[src/rtl/adc_cmp_pkg.sv]
// Constants shared by the threshold-compare control block
package adc_cmp_pkg;
  localparam int          RESULT_W      = 12;
  localparam int          REG_W         = 16;
  localparam logic [31:0] CTRL_OFFSET   = 32'h0000_0000;
  localparam logic [31:0] STATUS_OFFSET = 32'h0000_0004;
  localparam logic [15:0] CTRL_RESET    = 16'h0000;
  localparam logic [15:0] CTRL_WR_MASK  = 16'hF30F;
  localparam int          SCAN_EN_BIT   = 15;
  localparam int          LOW_PWR_BIT   = 14;
  localparam int          CTU_REQ_BIT   = 13;
  localparam int          BG_REQ_BIT    = 12;
  localparam int          IRQ_MODE_LSB  = 8;
  localparam int          WMODE_LSB     = 2;
  localparam int          CMODE_LSB     = 0;
  localparam int          ST_SEEN_BIT   = 0;
  localparam int          ST_MATCH_BIT  = 1;
  localparam int          ST_BG_BIT     = 2;
  localparam logic [1:0]  RESP_OKAY     = 2'h0;
  localparam logic [1:0]  RESP_SLVERR   = 2'h2;

  typedef enum logic [1:0] {
    WM_LEGACY   = 2'h0,
    WM_SAVE_HIT = 2'h1,
    WM_CMP_ONLY = 2'h2,
    WM_RESERVED = 2'h3
  } write_mode_t;

  typedef enum logic [1:0] {
    CM_LESS    = 2'h0,
    CM_GREATER = 2'h1,
    CM_INSIDE  = 2'h2,
    CM_OUTSIDE = 2'h3
  } compare_mode_t;

  typedef enum logic [1:0] {
    IRQ_NONE      = 2'h0,
    IRQ_SCAN_DONE = 2'h1,
    IRQ_ON_MATCH  = 2'h2,
    IRQ_SCAN_HIT  = 2'h3
  } irq_mode_t;
endpackage : adc_cmp_pkg

[src/rtl/compare_if.sv]
// Carrier between the control block and its comparator
interface compare_if;
  logic [adc_cmp_pkg::RESULT_W-1:0] result;
  logic [adc_cmp_pkg::RESULT_W-1:0] thresh_lo;
  logic [adc_cmp_pkg::RESULT_W-1:0] thresh_hi;
  adc_cmp_pkg::compare_mode_t       mode;
  logic                             match;

  modport ctrl (output result, output thresh_lo, output thresh_hi,
                output mode, input match);
  modport unit (input result, input thresh_lo, input thresh_hi,
                input mode, output match);
endinterface : compare_if

[src/rtl/compare_unit.sv]
// Threshold comparator selected by the compare mode
module compare_unit (
  compare_if.unit cmp
);
  logic below;
  logic above;

  assign below = cmp.result < cmp.thresh_lo;
  assign above = cmp.result > cmp.thresh_hi;

  always_comb begin
    unique case (cmp.mode)
      adc_cmp_pkg::CM_OUTSIDE: cmp.match = below | above;
      adc_cmp_pkg::CM_INSIDE:  cmp.match = ~below & ~above;
      adc_cmp_pkg::CM_GREATER: cmp.match = cmp.result > cmp.thresh_lo;
      adc_cmp_pkg::CM_LESS:    cmp.match = below;
    endcase
  end
endmodule : compare_unit

[src/rtl/adc_threshold_compare_control.sv]
// Converter threshold-compare and scan control with AXI4-Lite registers
// Notes on behaviour
// - Band gap on when requested, enabled, active
// - Compare-only stores nothing; interrupts still follow the IRQ mode field
// - Mode 01 stores on match, 00 always
// - Compare mode picks less/greater/inside/outside test
module adc_threshold_compare_control (
  input  wire logic                             clock,
  input  wire logic                             reset,
  input  wire logic [31:0]                      s_axi_awaddr,
  input  wire logic                             s_axi_awvalid,
  output logic                                  s_axi_awready,
  input  wire logic [31:0]                      s_axi_wdata,
  input  wire logic [3:0]                       s_axi_wstrb,
  input  wire logic                             s_axi_wvalid,
  output logic                                  s_axi_wready,
  output logic [1:0]                            s_axi_bresp,
  output logic                                  s_axi_bvalid,
  input  wire logic                             s_axi_bready,
  input  wire logic [31:0]                      s_axi_araddr,
  input  wire logic                             s_axi_arvalid,
  output logic                                  s_axi_arready,
  output logic [31:0]                           s_axi_rdata,
  output logic [1:0]                            s_axi_rresp,
  output logic                                  s_axi_rvalid,
  input  wire logic                             s_axi_rready,
  input  wire logic                             adc_enabled,
  input  wire logic                             adc_active,
  input  wire logic                             result_valid,
  input  wire logic [adc_cmp_pkg::RESULT_W-1:0] result_data,
  input  wire logic [adc_cmp_pkg::RESULT_W-1:0] thresh_lo,
  input  wire logic [adc_cmp_pkg::RESULT_W-1:0] thresh_hi,
  input  wire logic                             scan_done,
  output logic                                  bandgap_enable,
  output logic                                  store_strobe,
  output logic [adc_cmp_pkg::RESULT_W-1:0]      store_data,
  output logic                                  compare_irq
);
  // ----------------------------------------------------------------
  // Register state
  // ----------------------------------------------------------------
  logic [15:0]                      ctrl_r;
  logic                             awready_r;
  logic                             wready_r;
  logic                             aw_got_r;
  logic                             w_got_r;
  logic [31:0]                      awaddr_r;
  logic [31:0]                      wdata_r;
  logic [3:0]                       wstrb_r;
  logic                             bvalid_r;
  logic [1:0]                       bresp_r;
  logic                             arready_r;
  logic                             rvalid_r;
  logic [31:0]                      rdata_r;
  logic [1:0]                       rresp_r;
  logic                             bandgap_r;
  logic                             store_r;
  logic [adc_cmp_pkg::RESULT_W-1:0] store_data_r;
  logic                             irq_r;
  logic                             seen_r;
  logic                             last_match_r;
  logic                             commit;
  logic [15:0]                      wr_bits;
  logic                             bandgap_request;
  adc_cmp_pkg::write_mode_t         result_write_mode;
  adc_cmp_pkg::irq_mode_t           scan_irq_mode;
  logic                             hit;

  compare_if cmp ();

  compare_unit u_compare (
    .cmp (cmp)
  );

  assign bandgap_request   = ctrl_r[adc_cmp_pkg::BG_REQ_BIT];
  assign result_write_mode = adc_cmp_pkg::write_mode_t'(
           ctrl_r[adc_cmp_pkg::WMODE_LSB +: 2]);
  assign scan_irq_mode     = adc_cmp_pkg::irq_mode_t'(
           ctrl_r[adc_cmp_pkg::IRQ_MODE_LSB +: 2]);
  assign cmp.mode          = adc_cmp_pkg::compare_mode_t'(
           ctrl_r[adc_cmp_pkg::CMODE_LSB +: 2]);
  assign cmp.result        = result_data;
  assign cmp.thresh_lo     = thresh_lo;
  assign cmp.thresh_hi     = thresh_hi;
  assign hit               = result_valid & cmp.match;

  // ----------------------------------------------------------------
  // AXI4-Lite write path
  // ----------------------------------------------------------------
  assign commit = aw_got_r & w_got_r & ~bvalid_r;
  always_comb begin
    wr_bits = ctrl_r;
    if (wstrb_r[0]) begin
      wr_bits[7:0] = wdata_r[7:0];
    end
    if (wstrb_r[1]) begin
      wr_bits[15:8] = wdata_r[15:8];
    end
    wr_bits = wr_bits & adc_cmp_pkg::CTRL_WR_MASK;
  end

  always_ff @(posedge clock) begin
    if (reset) begin
      awready_r <= 1'b0;
      aw_got_r  <= 1'b0;
      awaddr_r  <= 32'h0000_0000;
    end else if (s_axi_awvalid && awready_r) begin
      awready_r <= 1'b0;
      aw_got_r  <= 1'b1;
      awaddr_r  <= s_axi_awaddr;
    end else if (commit) begin
      aw_got_r  <= 1'b0;
    end else if (!aw_got_r && !bvalid_r) begin
      awready_r <= 1'b1;
    end
  end

  always_ff @(posedge clock) begin
    if (reset) begin
      wready_r <= 1'b0;
      w_got_r  <= 1'b0;
      wdata_r  <= 32'h0000_0000;
      wstrb_r  <= 4'h0;
    end else if (s_axi_wvalid && wready_r) begin
      wready_r <= 1'b0;
      w_got_r  <= 1'b1;
      wdata_r  <= s_axi_wdata;
      wstrb_r  <= s_axi_wstrb;
    end else if (commit) begin
      w_got_r  <= 1'b0;
    end else if (!w_got_r && !bvalid_r) begin
      wready_r <= 1'b1;
    end
  end

  always_ff @(posedge clock) begin
    if (reset) begin
      bvalid_r <= 1'b0;
      bresp_r  <= adc_cmp_pkg::RESP_OKAY;
    end else if (commit) begin
      bvalid_r <= 1'b1;
      bresp_r  <= (awaddr_r[31:2] == adc_cmp_pkg::CTRL_OFFSET[31:2] ||
                   awaddr_r[31:2] == adc_cmp_pkg::STATUS_OFFSET[31:2]) ?
                  adc_cmp_pkg::RESP_OKAY : adc_cmp_pkg::RESP_SLVERR;
    end else if (s_axi_bready) begin
      bvalid_r <= 1'b0;
    end
  end

  always_ff @(posedge clock) begin
    if (reset) begin
      ctrl_r <= adc_cmp_pkg::CTRL_RESET;
    end else if (commit &&
                 awaddr_r[31:2] == adc_cmp_pkg::CTRL_OFFSET[31:2]) begin
      ctrl_r <= wr_bits;
    end
  end

  // ----------------------------------------------------------------
  // AXI4-Lite read path
  // ----------------------------------------------------------------
  always_ff @(posedge clock) begin
    if (reset) begin
      arready_r <= 1'b0;
      rvalid_r  <= 1'b0;
      rdata_r   <= 32'h0000_0000;
      rresp_r   <= adc_cmp_pkg::RESP_OKAY;
    end else if (s_axi_arvalid && arready_r) begin
      arready_r <= 1'b0;
      rvalid_r  <= 1'b1;
      rresp_r   <= adc_cmp_pkg::RESP_OKAY;
      rdata_r   <= 32'h0000_0000;
      if (s_axi_araddr[31:2] == adc_cmp_pkg::CTRL_OFFSET[31:2]) begin
        rdata_r[15:0] <= ctrl_r;
      end else if (s_axi_araddr[31:2] ==
                   adc_cmp_pkg::STATUS_OFFSET[31:2]) begin
        rdata_r[adc_cmp_pkg::ST_SEEN_BIT]  <= seen_r;
        rdata_r[adc_cmp_pkg::ST_MATCH_BIT] <= last_match_r;
        rdata_r[adc_cmp_pkg::ST_BG_BIT]    <= bandgap_r;
      end else begin
        rresp_r <= adc_cmp_pkg::RESP_SLVERR;
      end
    end else if (rvalid_r && s_axi_rready) begin
      rvalid_r  <= 1'b0;
    end else if (!rvalid_r) begin
      arready_r <= 1'b1;
    end
  end

  // ----------------------------------------------------------------
  // Band gap, result store and interrupt
  // ----------------------------------------------------------------
  always_ff @(posedge clock) begin
    if (reset) begin
      bandgap_r <= 1'b0;
    end else begin
      bandgap_r <= bandgap_request & adc_enabled & adc_active;
    end
  end

  always_ff @(posedge clock) begin
    if (reset) begin
      store_r      <= 1'b0;
      store_data_r <= '0;
      last_match_r <= 1'b0;
    end else begin
      store_r <= 1'b0;
      if (result_valid) begin
        last_match_r <= cmp.match;
        unique case (result_write_mode)
          adc_cmp_pkg::WM_LEGACY:   store_r <= 1'b1;
          adc_cmp_pkg::WM_SAVE_HIT: store_r <= cmp.match;
          adc_cmp_pkg::WM_CMP_ONLY: store_r <= 1'b0;
          adc_cmp_pkg::WM_RESERVED: store_r <= 1'b0;
        endcase
        store_data_r <= result_data;
      end
    end
  end

  // Match seen during the current scan; scan end clears it, even with a match in the same cycle
  always_ff @(posedge clock) begin
    if (reset) begin
      seen_r <= 1'b0;
    end else if (scan_done) begin
      seen_r <= 1'b0;
    end else if (hit) begin
      seen_r <= 1'b1;
    end
  end

  always_ff @(posedge clock) begin
    if (reset) begin
      irq_r <= 1'b0;
    end else begin
      unique case (scan_irq_mode)
        adc_cmp_pkg::IRQ_NONE:      irq_r <= 1'b0;
        adc_cmp_pkg::IRQ_SCAN_DONE: irq_r <= scan_done;
        adc_cmp_pkg::IRQ_ON_MATCH:  irq_r <= hit;
        adc_cmp_pkg::IRQ_SCAN_HIT:  irq_r <= scan_done & (seen_r | hit);
      endcase
    end
  end

  assign s_axi_awready  = awready_r;
  assign s_axi_wready   = wready_r;
  assign s_axi_bvalid   = bvalid_r;
  assign s_axi_bresp    = bresp_r;
  assign s_axi_arready  = arready_r;
  assign s_axi_rvalid   = rvalid_r;
  assign s_axi_rdata    = rdata_r;
  assign s_axi_rresp    = rresp_r;
  assign bandgap_enable = bandgap_r;
  assign store_strobe   = store_r;
  assign store_data     = store_data_r;
  assign compare_irq    = irq_r;
endmodule : adc_threshold_compare_control

[config.mk]
export PLATFORM = sky130hd
export DESIGN_NAME = adc_threshold_compare_control
export DESIGN_NICKNAME = d
export VERILOG_FILES = /design/src/rtl/adc_cmp_pkg.sv /design/src/rtl/compare_if.sv /design/src/rtl/compare_unit.sv /design/src/rtl/adc_threshold_compare_control.sv
export SDC_FILE = /design/constraint.sdc
export NUM_CORES = 1
export LEC_CHECK = 0
export ABC_AREA = 0
export BUFFER_PORTS_ARGS = -buffer_cell sky130_fd_sc_hd__buf_2
export CAP_MARGIN = 30
export CORE_ASPECT_RATIO = 0.6
export CORE_MARGIN = 1.5
export CORE_UTILIZATION = 50
export DETAILED_ROUTE_END_ITERATION = 12
export GPL_TIMING_DRIVEN = 0
export PLACE_DENSITY = 0.95
export SLEW_MARGIN = 10
export SYNTH_ARGS = -nofsm -noshare
export SYNTH_HDL_FRONTEND = slang
export SYNTH_SLANG_ARGS = --single-unit
[constraint.sdc]
create_clock -name clock -period 4 [get_ports clock]
set_input_delay 0.2 -clock clock [delete_from_list [all_inputs] [get_ports clock]]
set_output_delay 0.2 -clock clock [all_outputs]
set_load 0.05 [all_outputs]
==> reports/qor.csv, run 1 <==
metric,value,unit
coreArea,7910,µm²
dr.pass1.iters,4,
cts_sinks,88,
ioPinCount,203,
dpl_worst_slack,1710,ps
grt_max_degree,15,
swShare,28.3,%
htree_num_levels,3,
synthAdderAreaFrac,7.33,%
grt_setup_unrepaired,no,
synth_edf_count,0,
drtIter0Drc,179,
slew_headroom,48.3,%
synth_top_family_by_area,simple AND/OR/NAND/NOR gates,
die_h,73.1,µm
clk_latency,340,ps
stdcell_count,789,
finalWirelength,10.9,mm
hold_viol,0,
dp_cells,773,
p_switching,600,µW
yosysTopAreaCell,dfxtp_1,
synthCells,494,
grt_pass1_wl,17.4,mm
grt_overflow,0,
dieArea,8760,µm²
grt_pass1_vias,3960,
cts_setup_buffers,0,
p_leak,0.00267,µW
worstPathArrival,2280,ps
num_vias,4018,
setup_ws,1930,ps
ys_async_sr_fraction,0,%
power_density,397,nW/µm²
r2r_start,awaddr_r[18]$_SDFFE_PP0P_,
setup_viol,0,
ys_types,40,
ir_worst_vdd,0.000246,V
cts_buffer_depth,2,
vias_per_cell,5.09,
nNetsFinal,847,
post-synth-top-count-cell,nand2_1,
worstSetupPathType,reg -> reg,
die-width,120,µm
syn_area_per_cell,8.29,µm²
status,"complete, no violations",
comb_power_share,17.5,%
hold_path.class,in -> reg,
tightest_slew,776,ps
cts_resized,0,
fin_crit,2070,ps
cts-root-buf,clkbuf_16,
grt_usage,25.3,%
synthTopCellsByCount,"nand2_1 (96), dfxtp_1 (88), a21oi_1 (64)",
maxCapViolations,0,
yosysWarnings,0,
gp_congestion,0.840,
wl_per_cell,13.8,µm
cts_tree,yes,
num_antenna_cells,0,
antenna_found_initial,0,
fmax,483,MHz
startpoint_type,flop,
rows,25,
yosys_register_bits,88,
syn_to_final_growth,30.7,%
synth_area_leaders,"dfxtp_1 (43%), nand2_1 (8.8%), a21oi_1 (7.8%)",
ant_nets,0,
drive_above_1_share,29.2,%
syn-cell-area,4100,µm²
seqPwrFrac,44.2,%
p_clk_share,38.2,%
critical_path.max_fanout,6,
clk_pin_slew,60,ps
yosysSeqAreaShare,43.0,%
drcViolationCount,0,
synth.top_cell.area_share,43.0,%
yosys.area_share.simple,22.8,%
fin_crit_sh,51.8,%
crit_start,awaddr_r[18]$_SDFFE_PP0P_,
synth_xor_area_share,0,%
tns,0,ps
start_util,51.8,%
internal-power,1520,µW
hp-start,s_axi_awaddr[7],
crit_path_end_kind,flop,
synth_compound_area_share,11.5,%
synth_mux_area_share,6.11,%
synth_ff_type,dfxtp_1,
skew,4.97,ps
cp.required,4210,ps
drv_slew,0,
holdBufCountCts,0,
io_buffers,148,
cts_made_buffers,9,
dp_hpwl,8.86,mm
[state kept, by name, indices dropped and copies added (netlist names), 2 cells and up]
register     cells
awaddr_r        30
wstrb_r          2
s_axi_rdata     10
store_data      12
ctrl_r          10
wdata_r         10
[worst max-delay path: stages, from the launching register on]
cell and delay (ps):
dfxtp_1 320, nor4_2 360, nand4_1 160, or4_4 560
nor2_4 180, nand2_4 120, mux2i_1 180, nor2_1 60
[kinds of logic after synthesis]
family,after synthesis
muxes,25
AOI/OAI and AO/OA,86
adders and majority gates,24
other,1
and+or+nand+nor,194
buffers and inverters,76
DFF,88
[per-layer routing]
layer	up-vias	track usage, %	part of all wire, %
met1	1848	28.0	41
met3	25	7.42	7.1
li1	1983	-	-
met4	0	10.4	2.2
met5	-	0	0
met2	162	46.2	50
[through the flow]
| step | cell area, µm² | utilization (%) | hold WS, ps | power (µW) |
|---|---|---|---|---|
| after global routing | 5350 | 67.6 | 92.0 | 2220 |
| after CTS | 5350 | 67.6 | 88.3 | 2140 |
| final | 5350 | 67.6 | 101 | 2120 |
| after floorplan | 4180 | - | 336 | 1200 |
| after global placement | 5060 | 63.9 | 442 | 1310 |
| after detailed placement | 5060 | 63.9 | 447 | 1330 |
[layout by cell type (no fill, tap or decap), types with 18 or more instances in the layout]
cell type,n
nand2_1,96
conb_1,24
buf_4,24
dfxtp_1,88
buf_2,148
a21oi_1,64
mux2i_1,25
inv_1,31
clkbuf_1,18
ha_1,24
nor2_1,42
[area by class of cell]
class                           instances  area (µm²)
Tap cell                              108         135
Fill cell                             684        2560
Timing Repair Buffer                  148         741
Clock buffer                           13         270
Inverter                               31         116
Sequential cell                        88        1760
Clock inverter                          3        23.8
Multi-Input combinational cell        353        2050
Buffer                                 45         259
[final timing paths]
path	end	slack, ps	depth (start not counted)
max	ctrl_r[14]$_SDFFE_PP0P_	1930	7
min	awaddr_r[7]$_SDFFE_PP0P_	100	3
max reg2reg	ctrl_r[14]$_SDFFE_PP0P_	1930	7
min reg2reg	seen_r$_SDFFE_PP0P_	450	2
[power groups by stage]
stage               Sequential, µW  Combinational [µW]  Clock [µW]
CTS                            940                 371         827
floorplan                      997                 208           0
global route                   944                 408         867
finish                         940                 372         812
detailed placement             959                 370           0
global placement               956                 355           0
No activity file was read; power rests on OpenSTA's default activity.
==> run 2, diff against run 1 <==
--- a/config.mk
+++ b/config.mk
@@ -10,10 +10,10 @@
 export CAP_MARGIN = 30
 export CORE_ASPECT_RATIO = 0.6
 export CORE_MARGIN = 1.5
-export CORE_UTILIZATION = 50
+export CORE_UTILIZATION = 42
 export DETAILED_ROUTE_END_ITERATION = 12
 export GPL_TIMING_DRIVEN = 0
-export PLACE_DENSITY = 0.95
+export PLACE_DENSITY = 0.88
 export SLEW_MARGIN = 10
 export SYNTH_ARGS = -nofsm -noshare
 export SYNTH_HDL_FRONTEND = slang
==> constraint.sdc (replaced) <==
create_clock -name clock -period 1.8 [get_ports clock]
set_input_delay 0.09 -clock clock [delete_from_list [all_inputs] [get_ports clock]]
set_output_delay 0.09 -clock clock [all_outputs]
set_load 0.05 [all_outputs]
==> run 2 against run 1 <==
Die area grew 18%. Worst hold slack lost 93 ps. Clock skew grew 5.4 ps. Wire length up 5.3%. Sequential cell count unchanged. The run now ends with negative setup slack left. Total power grew 130%. Critical endpoint unchanged. Largest cell class unchanged. Clock-buffer cell count shrank 2. Global-route usage fell by 3.6 points. Clock power is 120% higher.
==> reports/qor.csv, run 2 (synthesized netlist as in run 1, its figures left out) <==
metric,value,unit,change
status,"finished, violations left",,
violations,negative setup slack,,
gp_congestion,0.825,,-1.8%
drtIter0Drc,203,,+13%
grt_usage,21.7,%,-3.6 points
final_common_cell,buf_2,,
crit_path_end_kind,flop,,
cts_sinks,88,,unchanged
dpl_worst_slack,-331,ps,-2040 ps
htree_num_levels,3,,unchanged
grt_pass1_vias,3797,,-4.1%
cts-root-buf,clkbuf_16,,
tns,-1400,ps,-1400 ps
ant_nets,0,,unchanged
fin_crit,1980,ps,-89.4 ps
design_area,5820,µm²,+8.8%
rows,27,,+8.0%
cts_made_buffers,9,,unchanged
tightest_slew,793,ps,+17.5 ps
ir_worst_vdd,0.000524,V,+110%
grt_pass1_wl,17.5,mm,+0.79%
drv_slew,0,,unchanged
grt_overflow,0,,unchanged
grt_setup_unrepaired,yes,,
drcViolationCount,0,,unchanged
final_cell_mix,"buf_2 (148), nand2_1 (96), dfxtp_1 (84)",,
dp_hpwl,8.35,mm,-5.8%
slew_headroom,47.1,%,-1.2 points
worstSetupPathType,reg -> reg,,
critical_path.max_fanout,6,,unchanged
fmax,505,MHz,+4.5%
power_density,826,nW/µm²,+110%
ioPinCount,203,,unchanged
maxCapViolations,0,,unchanged
nNetsFinal,886,,+4.6%
dr.pass1.iters,4,,unchanged
skew,10.4,ps,+5.39 ps
coreArea,9320,µm²,+18%
place_area,5090,µm²,+0.54%
max_flop_register,awaddr_r,,
grt_max_degree,17,,+2
fin_crit_sh,110,%,+58 points
start_util,43.9,%,-7.8 points
cp.required,2010,ps,-2200 ps
drive_above_1_share,28.9,%,-0.33 points
antenna_found_initial,0,,unchanged
num_antenna_cells,0,,unchanged
stdcell_count,850,,+7.7%
die-width,130,µm,+8.9%
cts_buffer_depth,2,,unchanged
p_leak,0.00286,µW,+7.1%
setup_ws,-181,ps,-2110 ps
setup_viol,10,,+10
finalWirelength,11.4,mm,+5.3%
dp_cells,795,,+2.8%
hold_viol,0,,unchanged
worstPathArrival,2190,ps,-90 ps
die_h,79.5,µm,+8.7%
cts_tree,yes,,
largest_reg_flops,30,,unchanged
startpoint_type,flop,,
syn_to_final_growth,42.1,%,
final_util,62.4,%,-5.2 points
wl_per_cell,13.5,µm,-2.2%
num_vias,4029,,+0.27%
dieArea,10400,µm²,+18%
vias_per_cell,4.74,,-6.9%
io_buffers,148,,unchanged
clk_latency,340,ps,about the same
clk_pin_slew,70,ps,about the same
hold_path.class,in -> reg,,
run 2: power by group:
part	leakage, µW	internal (µW)	switching, µW	total, µW
Clock	0.000139	998	804	1800
Sequential	0.000719	2030	61.4	2090
Combinational	0.00200	368	543	911
Total	0.00286	3400	1410	4810
run 2: through the flow:
| stage | power, µW | hold WS (ps) |
|---|---|---|
| after floorplan | 2680 | 226 |
| after global placement | 2930 | 333 |
| after detailed placement | 2950 | 336 |
| after CTS | 4810 | 0.504 |
| after global routing | 5010 | 1.39 |
| final | 4810 | 7.15 |
run 2: final timing paths:
path	start	end	slack, ps	cells past startpoint
setup / recovery	awaddr_r[16]$_SDFFE_PP0P_	ctrl_r[14]$_SDFFE_PP0P_	-180	7
hold / removal	s_axi_bready	s_axi_bvalid$_SDFFE_PP0P_	7	3
setup reg to reg	awaddr_r[16]$_SDFFE_PP0P_	ctrl_r[14]$_SDFFE_PP0P_	-180	7
hold reg to reg	wdata_r[0]$_SDFFE_PP0P_	wdata_r[0]$_SDFFE_PP0P_	450	2
run 2: metal layers:
layer  wire (µm)  track usage (%)  up-vias
li1            -                -     2062
met3         749             5.50       27
met1        5020             26.1     1806
met2        5400             37.0      134
met4         271             9.12        0
met5           0                0        -
run 2: area by class of cell:
type                       count  area [µm²]
fill                         806        3500
multi-input combinational    353        2100
timing repair buffer         187        1130
tap                          130         163
sequential                    88        1770
clock inverter                 5        45.0
clock buffer                  11         243
inverter                      31         116
buffer                        45         259
run 2: worst max-delay path: stages, from the launching register on:
cell and delay (ps):
dfxtp_2 340, nor4_4 310, nand2_1 100, or4_4 540, nor2_4 190, nand2_4 120
mux2i_1 180, nor2_1 60
run 2: what timing repair did:
action	CTS	global route
hold buffers	38	0
hold endpoints to repair	38	0
buffers inserted	1	0
pin swaps	6	8
resized for setup	4	8
endpoints found under the setup margin	10	17
